## src/irq_pkg.sv

```systemverilog
// Purpose: constants for the interrupt enable and idle wakeup block
// Assumes: aclk is the oscillator clock, twelve clocks make one machine cycle
// Notes: register offsets are byte addresses on the AXI4-Lite slave
package irq_pkg;
  localparam int ADDR_W = 8;
  localparam int DATA_W = 32;
  // register byte offsets
  localparam logic [7:0] OFF_IE = 8'h00;
  localparam logic [7:0] OFF_IRQ_STATUS = 8'h04;
  localparam logic [7:0] OFF_IRQ_MASK = 8'h08;
  localparam logic [7:0] OFF_IDLE_CTRL = 8'h0c;
  localparam logic [7:0] OFF_TIMER_FLAGS = 8'h10;
  localparam logic [7:0] OFF_POLL = 8'h14;
  // enable register fields
  localparam int IE_EXT0 = 0;
  localparam int IE_T0 = 1;
  localparam int IE_EXT1 = 2;
  localparam int IE_T1 = 3;
  localparam int IE_SER = 4;
  localparam int IE_T2 = 5;
  localparam int IE_RSVD = 6;
  localparam int IE_GLOBAL = 7;
  localparam logic [7:0] IE_RESET = 8'h00;
  localparam logic [7:0] IE_WR_MASK = 8'hbf;
  // timer flag register fields
  localparam int FL_T0 = 0;
  localparam int FL_T1 = 1;
  localparam int FL_T2 = 2;
  localparam int FL_T2X = 3;
  // block status fields
  localparam int ST_WAKE = 0;
  localparam int ST_RST_EXIT = 1;
  localparam int IDLE_BIT = 0;
  localparam int RAMBLK_BIT = 1;
  // machine cycle timing
  localparam logic [3:0] MC_LAST = 4'hb;
  localparam logic [3:0] CNT_STATE5_PHASE2 = 4'h9;
  localparam logic [3:0] CNT_STATE2_PHASE2 = 4'h3;
  localparam logic [1:0] GRACE_MC = 2'h2;
  // vector numbers, lowest wins
  localparam logic [2:0] VEC_EXT0 = 3'h0;
  localparam logic [2:0] VEC_T0 = 3'h1;
  localparam logic [2:0] VEC_EXT1 = 3'h2;
  localparam logic [2:0] VEC_T1 = 3'h3;
  localparam logic [2:0] VEC_SER = 3'h4;
  localparam logic [2:0] VEC_T2 = 3'h5;
  localparam logic [1:0] RESP_OKAY = 2'h0;
  localparam logic [1:0] RESP_SLVERR = 2'h2;
endpackage

```

## src/irq_enable_idle_wakeup.sv

```systemverilog
// Purpose: interrupt enable, request polling and idle wakeup logic
// Assumes: timer events are one-clock pulses on aclk, pins are asynchronous
// Notes: registers sit on an AXI4-Lite slave
// Operation
// - six vectors: two external pins, three timers, serial port
// - an enable bit of one permits its source, zero blocks it
// - global enable bit seven at zero blocks every interrupt
// - enables: timer2 bit5, serial 4, timer1 3, ext1 2, timer0 1, ext0 0
// - bit six of the enable register is reserved, stores nothing
// - timer2 request is overflow flag OR external flag
// - vectoring to timer2 leaves both timer2 flags set
// - timer0/1 flags set at state5 phase2, polled next machine cycle
// - timer2 flag set at state2 phase2, polled same machine cycle
// - timer2 roll-overs in clock-out mode raise no request
// - idle entered by software only; cpu halts, interrupt logic runs
// - idle changes no ram or register contents
// - idle ends on any enabled interrupt or a hardware reset
// - reset exit from idle resumes up to two machine cycles first
// - during that grace ram access is blocked, port access is not
//
// The implementer's own choices: the AXI4-Lite register port and the placing of the registers.
`timescale 1ns/10ps
module irq_enable_idle_wakeup
  import irq_pkg::*;
(
  input wire logic aclk,
  input wire logic aresetn,
  input wire logic [irq_pkg::ADDR_W-1:0] s_axi_awaddr,
  input wire logic s_axi_awvalid,
  output logic s_axi_awready,
  input wire logic [irq_pkg::DATA_W-1:0] s_axi_wdata,
  input wire logic [3:0] s_axi_wstrb,
  input wire logic s_axi_wvalid,
  output logic s_axi_wready,
  output logic [1:0] s_axi_bresp,
  output logic s_axi_bvalid,
  input wire logic s_axi_bready,
  input wire logic [irq_pkg::ADDR_W-1:0] s_axi_araddr,
  input wire logic s_axi_arvalid,
  output logic s_axi_arready,
  output logic [irq_pkg::DATA_W-1:0] s_axi_rdata,
  output logic [1:0] s_axi_rresp,
  output logic s_axi_rvalid,
  input wire logic s_axi_rready,
  input wire logic external_irq_pin_0_n,
  input wire logic external_irq_pin_1_n,
  input wire logic hw_reset_pin_n,
  input wire logic timer0_overflow_event,
  input wire logic timer1_overflow_event,
  input wire logic timer2_overflow_event,
  input wire logic timer2_external_event,
  input wire logic timer2_clockout_mode,
  input wire logic serial_irq_req,
  input wire logic vector_ack,
  output logic irq_pending,
  output logic [2:0] irq_vector_id,
  output logic cpu_halt,
  output logic ram_access_block,
  output logic core_reset_req,
  output logic irq
);
  import irq_pkg::*;

  ////////////////////////////////////////////////////////////////////////////
  // helpers
  function automatic logic [7:0] lane0(input logic [7:0] old_v, input logic [31:0] d,
                                       input logic [3:0] strb);
    lane0 = strb[0] ? d[7:0] : old_v;
  endfunction

  function automatic logic [2:0] pick_vec(input logic [5:0] req);
    pick_vec = VEC_EXT0;
    if (req[VEC_EXT0]) pick_vec = VEC_EXT0;
    else if (req[VEC_T0]) pick_vec = VEC_T0;
    else if (req[VEC_EXT1]) pick_vec = VEC_EXT1;
    else if (req[VEC_T1]) pick_vec = VEC_T1;
    else if (req[VEC_SER]) pick_vec = VEC_SER;
    else if (req[VEC_T2]) pick_vec = VEC_T2;
  endfunction

  ////////////////////////////////////////////////////////////////////////////
  // pin synchronisers
  logic [1:0] ext0_sync_ff, ext1_sync_ff, rst_sync_ff;
  always_ff @(posedge aclk) begin
    if (!aresetn) begin
      ext0_sync_ff <= 2'h3;
      ext1_sync_ff <= 2'h3;
      rst_sync_ff <= 2'h3;
    end else begin
      ext0_sync_ff <= {ext0_sync_ff[0], external_irq_pin_0_n};
      ext1_sync_ff <= {ext1_sync_ff[0], external_irq_pin_1_n};
      rst_sync_ff <= {rst_sync_ff[0], hw_reset_pin_n};
    end
  end
  logic ext0_level, ext1_level, hw_rst_level;
  assign ext0_level = ~ext0_sync_ff[1];
  assign ext1_level = ~ext1_sync_ff[1];
  assign hw_rst_level = ~rst_sync_ff[1];

  ////////////////////////////////////////////////////////////////////////////
  // machine cycle state counter
  logic [3:0] mc_cnt_ff;
  always_ff @(posedge aclk) begin
    if (!aresetn) mc_cnt_ff <= 4'h0;
    else if (mc_cnt_ff == MC_LAST) mc_cnt_ff <= 4'h0;
    else mc_cnt_ff <= mc_cnt_ff + 4'h1;
  end
  logic at_state5_phase2, at_state2_phase2;
  assign at_state5_phase2 = (mc_cnt_ff == CNT_STATE5_PHASE2);
  assign at_state2_phase2 = (mc_cnt_ff == CNT_STATE2_PHASE2);

  ////////////////////////////////////////////////////////////////////////////
  // bus slave
  logic aw_held_ff, w_held_ff, bvalid_ff, rvalid_ff;
  logic [7:0] aw_addr_ff;
  logic [31:0] w_data_ff, rdata_ff;
  logic [3:0] w_strb_ff;
  logic [1:0] bresp_ff, rresp_ff;
  logic do_write;
  assign s_axi_awready = ~aw_held_ff & ~bvalid_ff;
  assign s_axi_wready = ~w_held_ff & ~bvalid_ff;
  assign s_axi_arready = ~rvalid_ff;
  assign do_write = aw_held_ff & w_held_ff & ~bvalid_ff;
  assign s_axi_bvalid = bvalid_ff;
  assign s_axi_bresp = bresp_ff;
  assign s_axi_rvalid = rvalid_ff;
  assign s_axi_rdata = rdata_ff;
  assign s_axi_rresp = rresp_ff;

  function automatic logic mapped(input logic [7:0] a);
    mapped = (a == OFF_IE) || (a == OFF_IRQ_STATUS) || (a == OFF_IRQ_MASK) ||
             (a == OFF_IDLE_CTRL) || (a == OFF_TIMER_FLAGS) || (a == OFF_POLL);
  endfunction

  always_ff @(posedge aclk) begin
    if (!aresetn) begin
      aw_held_ff <= 1'b0;
      w_held_ff <= 1'b0;
      aw_addr_ff <= 8'h00;
      w_data_ff <= 32'h0;
      w_strb_ff <= 4'h0;
      bvalid_ff <= 1'b0;
      bresp_ff <= RESP_OKAY;
    end else begin
      if (s_axi_awvalid && s_axi_awready) begin
        aw_held_ff <= 1'b1;
        aw_addr_ff <= {s_axi_awaddr[7:2], 2'b00};
      end
      if (s_axi_wvalid && s_axi_wready) begin
        w_held_ff <= 1'b1;
        w_data_ff <= s_axi_wdata;
        w_strb_ff <= s_axi_wstrb;
      end
      if (do_write) begin
        aw_held_ff <= 1'b0;
        w_held_ff <= 1'b0;
        bvalid_ff <= 1'b1;
        bresp_ff <= mapped(aw_addr_ff) ? RESP_OKAY : RESP_SLVERR;
      end else if (bvalid_ff && s_axi_bready) begin
        bvalid_ff <= 1'b0;
      end
    end
  end

  logic wr_ie, wr_status, wr_mask, wr_idle, wr_flags;
  assign wr_ie = do_write && (aw_addr_ff == OFF_IE);
  assign wr_status = do_write && (aw_addr_ff == OFF_IRQ_STATUS) && w_strb_ff[0];
  assign wr_mask = do_write && (aw_addr_ff == OFF_IRQ_MASK);
  assign wr_idle = do_write && (aw_addr_ff == OFF_IDLE_CTRL) && w_strb_ff[0];
  assign wr_flags = do_write && (aw_addr_ff == OFF_TIMER_FLAGS) && w_strb_ff[0];

  ////////////////////////////////////////////////////////////////////////////
  // enable register
  logic [7:0] ie_ff;
  always_ff @(posedge aclk) begin
    if (!aresetn) ie_ff <= IE_RESET;
    else if (wr_ie) ie_ff <= lane0(ie_ff, w_data_ff, w_strb_ff) & IE_WR_MASK;
  end
  AST_IE6_RESERVED: assert property (@(posedge aclk) disable iff (!aresetn)
    !ie_ff[IE_RSVD]) else $error("reserved enable bit holds a one");

  ////////////////////////////////////////////////////////////////////////////
  // timer flags
  logic t0_pend_ff, t1_pend_ff, t2_pend_ff;
  logic [3:0] flags_ff;
  logic t2_ovf_ok;
  logic ack_t0, ack_t1;
  assign t2_ovf_ok = timer2_overflow_event & ~timer2_clockout_mode;
  assign ack_t0 = vector_ack && irq_pending && (irq_vector_id == VEC_T0);
  assign ack_t1 = vector_ack && irq_pending && (irq_vector_id == VEC_T1);

  always_ff @(posedge aclk) begin
    if (!aresetn) begin
      t0_pend_ff <= 1'b0;
      t1_pend_ff <= 1'b0;
      t2_pend_ff <= 1'b0;
    end else begin
      // overflow seen mid-cycle is held until its setting phase
      t0_pend_ff <= at_state5_phase2 ? 1'b0 : (t0_pend_ff | timer0_overflow_event);
      t1_pend_ff <= at_state5_phase2 ? 1'b0 : (t1_pend_ff | timer1_overflow_event);
      t2_pend_ff <= at_state2_phase2 ? 1'b0 : (t2_pend_ff | t2_ovf_ok);
    end
  end

  logic set_t0, set_t1, set_t2;
  assign set_t0 = at_state5_phase2 & (t0_pend_ff | timer0_overflow_event);
  assign set_t1 = at_state5_phase2 & (t1_pend_ff | timer1_overflow_event);
  assign set_t2 = at_state2_phase2 & (t2_pend_ff | t2_ovf_ok);

  always_ff @(posedge aclk) begin
    if (!aresetn) begin
      flags_ff <= 4'h0;
    end else begin
      // set wins over software or vector clear
      flags_ff[FL_T0] <= set_t0 | (flags_ff[FL_T0] & ~ack_t0 & ~(wr_flags & w_data_ff[FL_T0]));
      flags_ff[FL_T1] <= set_t1 | (flags_ff[FL_T1] & ~ack_t1 & ~(wr_flags & w_data_ff[FL_T1]));
      // timer2 flags only cleared by software
      flags_ff[FL_T2] <= set_t2 | (flags_ff[FL_T2] & ~(wr_flags & w_data_ff[FL_T2]));
      flags_ff[FL_T2X] <= timer2_external_event |
                          (flags_ff[FL_T2X] & ~(wr_flags & w_data_ff[FL_T2X]));
    end
  end
  AST_T0_SET_PHASE: assert property (@(posedge aclk) disable iff (!aresetn)
    $rose(flags_ff[FL_T0]) |-> ($past(mc_cnt_ff) == CNT_STATE5_PHASE2))
    else $error("timer0 flag set outside state5 phase2");
  AST_T2_SET_PHASE: assert property (@(posedge aclk) disable iff (!aresetn)
    $rose(flags_ff[FL_T2]) |-> ($past(mc_cnt_ff) == CNT_STATE2_PHASE2))
    else $error("timer2 flag set outside state2 phase2");
  AST_T2_CLOCKOUT_QUIET: assert property (@(posedge aclk) disable iff (!aresetn)
    (timer2_clockout_mode && !t2_pend_ff && !flags_ff[FL_T2] && !wr_flags) |=>
    !flags_ff[FL_T2]) else $error("timer2 flag raised in clock-out mode");
  AST_T2_KEPT_ON_VECTOR: assert property (@(posedge aclk) disable iff (!aresetn)
    (vector_ack && irq_vector_id == VEC_T2 && flags_ff[FL_T2] && !wr_flags) |=>
    flags_ff[FL_T2]) else $error("timer2 flag cleared on vectoring");
  AST_T1_SET_PHASE: assert property (@(posedge aclk) disable iff (!aresetn)
    $rose(flags_ff[FL_T1]) |-> ($past(mc_cnt_ff) == CNT_STATE5_PHASE2))
    else $error("timer1 flag set outside state5 phase2");

  ////////////////////////////////////////////////////////////////////////////
  // request gathering and polling
  logic [5:0] raw_req, poll_ff, en_req;
  always_comb begin
    raw_req = 6'h00;
    raw_req[VEC_EXT0] = ext0_level & ie_ff[IE_EXT0];
    raw_req[VEC_T0] = flags_ff[FL_T0] & ie_ff[IE_T0];
    raw_req[VEC_EXT1] = ext1_level & ie_ff[IE_EXT1];
    raw_req[VEC_T1] = flags_ff[FL_T1] & ie_ff[IE_T1];
    raw_req[VEC_SER] = serial_irq_req & ie_ff[IE_SER];
    raw_req[VEC_T2] = (flags_ff[FL_T2] | flags_ff[FL_T2X]) & ie_ff[IE_T2];
  end
  AST_T2_OR: assert property (@(posedge aclk) disable iff (!aresetn)
    raw_req[VEC_T2] == (ie_ff[IE_T2] && (flags_ff[FL_T2] || flags_ff[FL_T2X])))
    else $error("timer2 request is not the or of its flags");

  // snapshot at state5 phase2: timer0/1 flags set on that edge land next cycle
  always_ff @(posedge aclk) begin
    if (!aresetn) poll_ff <= 6'h00;
    else if (at_state5_phase2) poll_ff <= raw_req;
  end
  assign en_req = poll_ff & raw_req & {6{ie_ff[IE_GLOBAL]}};
  assign irq_pending = |en_req;
  assign irq_vector_id = pick_vec(en_req);
  AST_GLOBAL_BLOCK: assert property (@(posedge aclk) disable iff (!aresetn)
    !ie_ff[IE_GLOBAL] |-> !irq_pending) else $error("request with global enable off");
  AST_SOURCE_BLOCKED: assert property (@(posedge aclk) disable iff (!aresetn)
    !ie_ff[IE_EXT1] |-> !(irq_pending && irq_vector_id == VEC_EXT1))
    else $error("external 1 request with its enable off");
  AST_T0_POLL_LATER: assert property (@(posedge aclk) disable iff (!aresetn)
    $rose(flags_ff[FL_T0]) |-> !poll_ff[VEC_T0])
    else $error("timer0 polled in its own setting cycle");
  AST_T1_POLL_LATER: assert property (@(posedge aclk) disable iff (!aresetn)
    $rose(flags_ff[FL_T1]) |-> !poll_ff[VEC_T1])
    else $error("timer1 polled in its own setting cycle");

  ////////////////////////////////////////////////////////////////////////////
  // idle control
  typedef enum logic [1:0] {RUN, IDLE, GRACE, HOLD_RST} pwr_state_t;
  pwr_state_t pwr_ff;
  logic [1:0] grace_mc_ff;
  logic wake_evt, rst_exit_evt;
  assign wake_evt = (pwr_ff == IDLE) && irq_pending && !hw_rst_level;
  assign rst_exit_evt = (pwr_ff == IDLE) && hw_rst_level;

  always_ff @(posedge aclk) begin
    if (!aresetn) begin
      pwr_ff <= RUN;
      grace_mc_ff <= 2'h0;
    end else begin
      case (pwr_ff)
        RUN: begin
          if (hw_rst_level) pwr_ff <= HOLD_RST;
          else if (wr_idle && w_data_ff[IDLE_BIT]) pwr_ff <= IDLE;
        end
        IDLE: begin
          if (rst_exit_evt) begin
            pwr_ff <= GRACE;
            grace_mc_ff <= 2'h0;
          end else if (wake_evt) begin
            pwr_ff <= RUN;
          end
        end
        GRACE: begin
          if (mc_cnt_ff == MC_LAST) grace_mc_ff <= grace_mc_ff + 2'h1;
          if (mc_cnt_ff == MC_LAST && grace_mc_ff == GRACE_MC - 2'h1) pwr_ff <= HOLD_RST;
        end
        HOLD_RST: begin
          if (!hw_rst_level) pwr_ff <= RUN;
        end
        default: pwr_ff <= RUN;
      endcase
    end
  end
  // only the cpu is halted; registers and requests keep running
  assign cpu_halt = (pwr_ff == IDLE);
  assign ram_access_block = (pwr_ff == GRACE);
  assign core_reset_req = (pwr_ff == HOLD_RST);
  AST_WAKE_ON_IRQ: assert property (@(posedge aclk) disable iff (!aresetn)
    (cpu_halt && irq_pending && !hw_rst_level) |=> (!cpu_halt && !ram_access_block))
    else $error("enabled interrupt did not end idle");
  AST_GRACE_BOUND: assert property (@(posedge aclk) disable iff (!aresetn)
    $rose(ram_access_block) |-> ##[13:24] core_reset_req)
    else $error("reset grace after idle not two machine cycles");
  AST_GRACE_BLOCKS_RAM: assert property (@(posedge aclk) disable iff (!aresetn)
    (cpu_halt && hw_rst_level) |=> (ram_access_block && !core_reset_req))
    else $error("ram not blocked after reset exit from idle");
  AST_IDLE_BY_SOFTWARE: assert property (@(posedge aclk) disable iff (!aresetn)
    $rose(cpu_halt) |-> $past(wr_idle))
    else $error("idle entered without a software write");
  AST_IDLE_KEEPS_ENABLE: assert property (@(posedge aclk) disable iff (!aresetn)
    (cpu_halt && !wr_ie) |=> $stable(ie_ff))
    else $error("enable register changed during idle");

  ////////////////////////////////////////////////////////////////////////////
  // block interrupt status and mask
  logic [7:0] status_ff, mask_ff;
  always_ff @(posedge aclk) begin
    if (!aresetn) begin
      status_ff <= 8'h00;
      mask_ff <= 8'h00;
    end else begin
      status_ff[ST_WAKE] <= wake_evt | (status_ff[ST_WAKE] &
                            ~(wr_status & w_data_ff[ST_WAKE]));
      status_ff[ST_RST_EXIT] <= rst_exit_evt | (status_ff[ST_RST_EXIT] &
                                ~(wr_status & w_data_ff[ST_RST_EXIT]));
      if (wr_mask) mask_ff <= lane0(mask_ff, w_data_ff, w_strb_ff);
    end
  end
  assign irq = |(status_ff & mask_ff);

  ////////////////////////////////////////////////////////////////////////////
  // read path
  always_ff @(posedge aclk) begin
    if (!aresetn) begin
      rvalid_ff <= 1'b0;
      rdata_ff <= 32'h0;
      rresp_ff <= RESP_OKAY;
    end else if (s_axi_arvalid && s_axi_arready) begin
      rvalid_ff <= 1'b1;
      rresp_ff <= mapped({s_axi_araddr[7:2], 2'b00}) ? RESP_OKAY : RESP_SLVERR;
      case ({s_axi_araddr[7:2], 2'b00})
        OFF_IE: rdata_ff <= {24'h0, ie_ff};
        OFF_IRQ_STATUS: rdata_ff <= {24'h0, status_ff};
        OFF_IRQ_MASK: rdata_ff <= {24'h0, mask_ff};
        OFF_IDLE_CTRL: rdata_ff <= {30'h0, ram_access_block, cpu_halt};
        OFF_TIMER_FLAGS: rdata_ff <= {28'h0, flags_ff};
        OFF_POLL: rdata_ff <= {26'h0, poll_ff};
        default: rdata_ff <= 32'h0;
      endcase
    end else if (rvalid_ff && s_axi_rready) begin
      rvalid_ff <= 1'b0;
    end
  end
endmodule

```

## config.mk

```make
export PLATFORM = sky130hd
export DESIGN_NAME = irq_enable_idle_wakeup
export DESIGN_NICKNAME = d
export VERILOG_FILES = /design/src/irq_pkg.sv /design/src/irq_enable_idle_wakeup.sv
export SDC_FILE = /design/constraint.sdc
export NUM_CORES = 1
export LEC_CHECK = 0
export BUFFER_PORTS_ARGS = -buffer_cell sky130_fd_sc_hd__buf_4
export CAP_MARGIN = 20
export CORE_ASPECT_RATIO = 1.75
export CORE_MARGIN = 5
export CORE_UTILIZATION = 40
export CTS_CLUSTER_SIZE = 8
export DETAILED_ROUTE_END_ITERATION = 16
export GPL_ROUTABILITY_DRIVEN = 1
export PLACE_DENSITY_LB_ADDON = 0.2
export SYNTH_ARGS = -nofsm -noshare
export SYNTH_HDL_FRONTEND = slang
export SYNTH_SLANG_ARGS = --single-unit
```

## constraint.sdc

```tcl
create_clock -name aclk -period 2.6 [get_ports aclk]
set_clock_uncertainty 0.1 [all_clocks]
set_input_delay 0 -clock aclk [delete_from_list [all_inputs] [get_ports aclk]]
set_output_delay 0 -clock aclk [all_outputs]
set_load 0.05 [all_outputs]
```

==> flow_metrics.env, run 1 <==
export IMPL_critPathLaunchType="flop"
export IMPL_ir_worst_vdd_uv=420
export IMPL_fin_setup_tns_ns=0
export IMPL_cts_buffer_depth=2
export IMPL_reg2reg_depth=6
export IMPL_grt_pass1_vias=2734
export IMPL_cts_buffers=9
export IMPL_grt_max_degree=72
export IMPL_p_per_area_mw_per_mm2=632
export IMPL_cts_tree="done"
export IMPL_slew_headroom_pct=60.6
export IMPL_min_path_type="in -> reg"
export IMPL_crit_start="s_axi_rvalid"
export IMPL_area_growth_pct=29.3
export IMPL_synthArstFlopShare_pct=0
export IMPL_worstPathArrival_ns=2.58
export IMPL_drt_iter0_markers=214
export IMPL_timing_hold_ws_ns=0.0159
export IMPL_io_pins=118
export IMPL_post_route_drc_count=0
export IMPL_synth_edf_count=0
export IMPL_timing_rr_end="s_axi_rdata[6]"
export IMPL_power_leakage_nw=1.96
export IMPL_r2r_start="s_axi_rvalid"
export IMPL_ctsHtreeMaxLevel=3
export IMPL_fmax_ghz=0.415
export IMPL_final_layout_size_suffix_gt1_share_pct=17.8
export IMPL_instances_no_fill=590
export IMPL_place_gp_congestion=0.784
export IMPL_antenna_found_initial=0
export IMPL_routedWlPerCell_um=13.6
export IMPL_clk_latency_ns=0.33
export IMPL_gr_total_overflow=0
export IMPL_status="finished clean"
export IMPL_ant_nets=0
export IMPL_critPathMaxFanout=11
export IMPL_numPortBuffers=60
export IMPL_nNetsFinal=547
export IMPL_worstMarginPinSlew_ns=0.591
export IMPL_start_util_pct=40.8
export IMPL_yosysWarnings=0
export IMPL_n_antenna_cell=0
export IMPL_wl_mm=8.02
export IMPL_die_area_mm2=0.0108
export IMPL_grt_pass1_wl_mm=12.9
export IMPL_ys_seq_elements=73
export IMPL_setup_viol_count_final=0
export IMPL_slowest_delay_ns=0.64
export IMPL_avgSynthCellArea_um2=9.12
export IMPL_end_kind="flop"
export IMPL_finalPower_mw=2.87
export IMPL_r2r_slack_ns=0.19
export IMPL_min_period_over_period_pct=92.8
export IMPL_die_x_um=80.8
export IMPL_fillers=821
export IMPL_cp_required_ns=2.76
export IMPL_dr_pass1_iters=4
export IMPL_slowest_stage="dlygate4sd3_1"
export IMPL_worst_slack_ns=0.188
export IMPL_coreArea_mm2=0.00861
export IMPL_period_minus_slack_ns=2.41
export IMPL_path_class="reg -> reg"
export IMPL_synth_area_mm2=0.00351
export IMPL_avgViaCountPerCell=4.84
export IMPL_cts_root_buf="clkbuf_16"
export IMPL_path_common_cell="dlygate4sd3_1"
export IMPL_crit_path_cell_trace="nand2b_2 -> nor4_1 -> dlygate4sd3_1 -> nand4b_1 -> dlygate4sd3_1 -> a21boi_0"
export IMPL_clock_sinks=73
export IMPL_place_inst=546
export IMPL_vias=2853
export IMPL_finalHoldViolCount=0
export IMPL_dpl_hpwl_mm=5.90
export IMPL_cap_violations=0
export IMPL_synth_ff_type="dfxtp_1"
export IMPL_dp_slack_ns=0.670
export IMPL_synth_cell_types=48
export IMPL_cts_clk_slew_worst_paths_ns=0.05
export IMPL_rows=45
export IMPL_track_usage_pct=15.5
export IMPL_die_y_um=134
export IMPL_ys_seq_area_share_pct=41.6
export IMPL_endpoint="s_axi_rdata[6]"
export IMPL_maxSlewViolCount=0
export IMPL_syn_inst=385
## sequential cells by signal (all words and copies together) (netlist names), 2 cells and up
signal / count
mc_cnt_ff: 4
flags_ff: 4
ext1_sync_ff: 2
rst_sync_ff: 2
grace_mc_ff: 2
mask_ff: 8
ie_ff: 7
status_ff: 2
pwr_ff: 2
ext0_sync_ff: 2
poll_ff: 6
s_axi_rdata: 8
w_data_ff: 8
aw_addr_ff: 6
## how the worst min path moves through the flow
stage               depth (start not counted)                  from              end  slack (ns)
floorplan                                   1  external_irq_pin_0_n  ext0_sync_ff[0]       0.001
global placement                            2        hw_reset_pin_n   rst_sync_ff[0]        0.08
detailed placement                          2        hw_reset_pin_n   rst_sync_ff[0]        0.09
CTS                                         3       s_axi_araddr[2]   s_axi_rdata[7]        0.02
global route                                3       s_axi_araddr[2]   s_axi_rdata[7]        0.01
finish                                      4       s_axi_araddr[5]   s_axi_rresp[1]        0.02
## cell families after synthesis
logic type      Yosys count  synth area share [%]
compound gates           66                  13.3
fa+ha+maj                 8                  2.85
buf+inv                  52                  8.41
flops                    73                  41.6
mux                      31                  9.55
other cells               1                 0.107
simple gates            154                  24.2
## report_power, final
part | internal [mW] | total (mW) | switching [mW]
clock | 0.756 | 1.20 | 0.440
sequential | 1.17 | 1.21 | 0.0427
combinational | 0.180 | 0.464 | 0.284
total | 2.10 | 2.87 | 0.766
## cells in the mapped netlist, types with 6 or more instances
cell,n,area share (%)
o21ai_0,10,1.4
nand2_1,48,5.1
mux2i_1,29,8.3
ha_1,8,2.9
buf_4,26,5.6
a22oi_1,6,1.3
nor2_1,18,1.9
a21boi_0,22,4.7
dfxtp_1,73,42
clkbuf_1,14,1.5
nand3_1,7,1.0
nand2b_1,13,2.3
inv_1,10,1.1
nor2b_1,32,5.7
a21oi_1,9,1.3
nand3b_1,9,1.9
## area by class of cell
cell class / count / area (um^2) / share of cell area (%)
Clock buffer: 11 / 243 / 5.35
Clock inverter: 3 / 42.5 / 0.937
Sequential cell: 73 / 1460 / 32.2
Multi-Input combinational cell: 285 / 1850 / 40.8
Tap cell: 117 / 146 / 3.22
Timing Repair Buffer: 91 / 758 / 16.7
Inverter: 10 / 37.5 / 0.827
## metal layers
metal  vias to the layer above  GRT usage, %  wire length [um]
met4                         0          7.80               216
li1                       1443             -                 -
met2                        85          26.6              4150
met3                        15          3.83               519
met5                         -             0                 0
met1                      1310          17.3              3120
## metrics by stage
| step | utilization [%] | area, um^2 |
|---|---|---|
| CTS | 52.7 | 4540 |
| detailed placement | 45.9 | 3950 |
| finish | 52.7 | 4540 |
| global route | 52.7 | 4540 |
| floorplan | - | 3600 |
| global placement | 45.9 | 3950 |
## critical path: cells and delay by family (launching register included)
kind / cells / cell delay (ns)
compound gates: 1 / 0.15
flops: 1 / 0.34
simple gates: 3 / 0.55
buf+inv: 2 / 1.20
## placed cells by master (no fill, tap or decap), types with 3 or more instances in the layout
master / Yosys / routed
conb_1: 1 / 26
nand2_1: 48 / 48
nand4_1: 5 / 5
dfxtp_1: 73 / 73
a22oi_1: 6 / 6
nand3_1: 7 / 7
nor2_1: 18 / 18
o21ai_0: 10 / 10
nand3b_1: 9 / 9
nand2b_1: 13 / 12
buf_4: 26 / 61
mux2i_1: 29 / 29
a21oi_1: 9 / 9
nand4b_1: 3 / 3
inv_1: 10 / 10
clkbuf_16: 0 / 9
nor2b_1: 32 / 32
ha_1: 8 / 8
a21boi_0: 22 / 22
dlygate4sd3_1: 0 / 30
and2_1: 5 / 5
## what timing repair did
action,CTS,global route
setup endpoints to repair,0,1
endpoints found under the hold margin,30,0
hold buffers,30,0
resized for setup,0,1
buffers inserted,0,0
Power figures use the tool's default switching activity.
==> inputs of run 2 (changes only) <==
BUFFER_PORTS_ARGS = -buffer_cell sky130_fd_sc_hd__buf_2   (was -buffer_cell sky130_fd_sc_hd__buf_4)
==> run 2 against run 1 <==
Via count up 1.5%. Largest cell class unchanged. Highest routed layer unchanged. Die area unchanged. Combinational power down 4%. Core utilization down 0.60 points. Register-to-register slack better by 0.43 ns. Worst setup slack better by 0.39 ns.
==> flow_metrics.env, run 2 (synthesis gave the netlist of run 1 again) <==
export IMPL_ctsHtreeMaxLevel=3
export IMPL_drt_iter0_markers=176
export IMPL_critPathLaunchType="flop"
export IMPL_place_gp_congestion=0.792
export IMPL_track_usage_pct=15.6
export IMPL_r2r_start="s_axi_rvalid"
export IMPL_final_layout_size_suffix_gt1_share_pct=18.0
export IMPL_rows=45
export IMPL_crit_start="ie_ff[7]"
export IMPL_cts_buffer_depth=2
export IMPL_slowest_delay_ns=0.53
export IMPL_slowest_stage="dfxtp_1"
export IMPL_status="finished clean"
export IMPL_cts_clk_slew_worst_paths_ns=0.06
export IMPL_die_x_um=80.8
export IMPL_area_growth_pct=27.8
export IMPL_die_area_mm2=0.0108
export IMPL_die_y_um=134
export IMPL_antenna_found_initial=0
export IMPL_ant_nets=0
export IMPL_clock_sinks=73
export IMPL_dp_slack_ns=0.673
export IMPL_wl_met3_um=437
export IMPL_numPortBuffers=60
export IMPL_cap_violations=0
export IMPL_cts_repair_resized=0
export IMPL_finalHoldViolCount=0
export IMPL_multi_input_area_mm2=0.00185
export IMPL_min_path_type="in -> reg"
export IMPL_io_pins=118
export IMPL_hp_start="s_axi_araddr[5]"
export IMPL_vias=2897
export IMPL_grt_pass1_wl_mm=13.1
export IMPL_power_leakage_nw=1.98
export IMPL_grt_max_degree=26
export IMPL_end_kind="output port"
export IMPL_min_period_over_period_pct=77.9
export IMPL_min_path_cells=4
export IMPL_fillers=806
export IMPL_crit_path_cell_trace="o2111ai_1 -> o21ai_0 -> nand2_1 -> a21boi_0 -> buf_2"
export IMPL_wl_met2_mm=4.32
export IMPL_start_util_pct=40.8
export IMPL_cts_root_buf="clkbuf_16"
export IMPL_postCtsHoldBufs=35
export IMPL_timing_hold_ws_ns=0.0262
export IMPL_cts_tree="done"
export IMPL_grt_pass1_vias=2831
export IMPL_wl_met1_mm=3.17
export IMPL_cts_buffers=9
export IMPL_routedWlPerCell_um=13.6
export IMPL_ff_latch_area_mm2=0.00146
export IMPL_p_per_area_mw_per_mm2=663
export IMPL_cts_setup_buffers=0
export IMPL_wl_mm=8.13
export IMPL_gr_total_overflow=0
export IMPL_setup_viol_count_final=0
export IMPL_highest_layer="met4"
export IMPL_dpl_hpwl_mm=5.99
export IMPL_mostFrequentLayoutCell="dfxtp_1"
export IMPL_rsz0062_at_grt="false"
export IMPL_clk_latency_ns=0.33
export IMPL_fin_setup_tns_ns=0
export IMPL_cp_required_ns=2.50
export IMPL_worstPathArrival_ns=1.93
export IMPL_final_cell_mix="dfxtp_1, buf_2, nand2_1"
export IMPL_avgViaCountPerCell=4.84
export IMPL_post_route_drc_count=0
export IMPL_maxSlewViolCount=0
export IMPL_period_minus_slack_ns=2.03
export IMPL_reg2reg_depth=5
export IMPL_nNetsFinal=554
export IMPL_critPathMaxFanout=8
export IMPL_coreArea_mm2=0.00861
export IMPL_dr_pass1_iters=4
export IMPL_worst_slack_ns=0.574
export IMPL_ir_worst_vdd_uv=348
export IMPL_path_class="reg -> out"
export IMPL_n_antenna_cell=0
export IMPL_fmax_ghz=0.494
==> run 2: final timing paths <==
kind	to	slack (ns)
worst min register to register	rst_sync_ff[1]	0.31
worst max register to register	s_axi_rdata[6]	0.62
worst max-delay path	irq_vector_id[0]	0.57
worst min-delay path	s_axi_rresp[1]	0.03
==> run 2: final cells by class <==
class | count | share of cell area (%)
clock buffers | 11 | 5.41
multi-input cells | 285 | 41.2
flip-flops and latches | 73 | 32.6
repair buffers | 98 | 15.0
well taps | 117 | 3.26
inverters | 10 | 0.836
clock inverters | 5 | 1.76
==> run 2: per-stage QoR <==
step / total power [mW] / std cells / utilization, % / instance area [um^2]
5_1_grt: 3.10 / 599 / 52.1 / 4490
4_1_cts: 3.01 / 599 / 52.1 / 4490
6_report: 2.97 / 599 / 52.1 / 4490
3_5_place_dp: 1.64 / 548 / 44.3 / 3820
3_3_place_gp: 1.63 / 548 / 44.3 / 3820
2_1_floorplan: 1.58 / 410 / - / 3600
==> run 2: critical path: cells and delay by family (launching register included) <==
kind	cells	cell delay [ns]
simple gates	1	0.08
compound gates	3	0.68
flops	1	0.53
buf+inv	1	0.30
==> run 2: report_power, final <==
group	switching [mW]	internal [mW]	total, mW
Clock	0.455	0.864	1.32
Combinational	0.283	0.163	0.446
Sequential	0.0439	1.16	1.21
==> run 2: per-layer routing <==
metal  vias up  global-route usage (%)
li1       1456                       -
met1      1345                    17.2
met2        81                    28.1
met3        15                    3.09
met4         0                    7.14
met5         -                       0
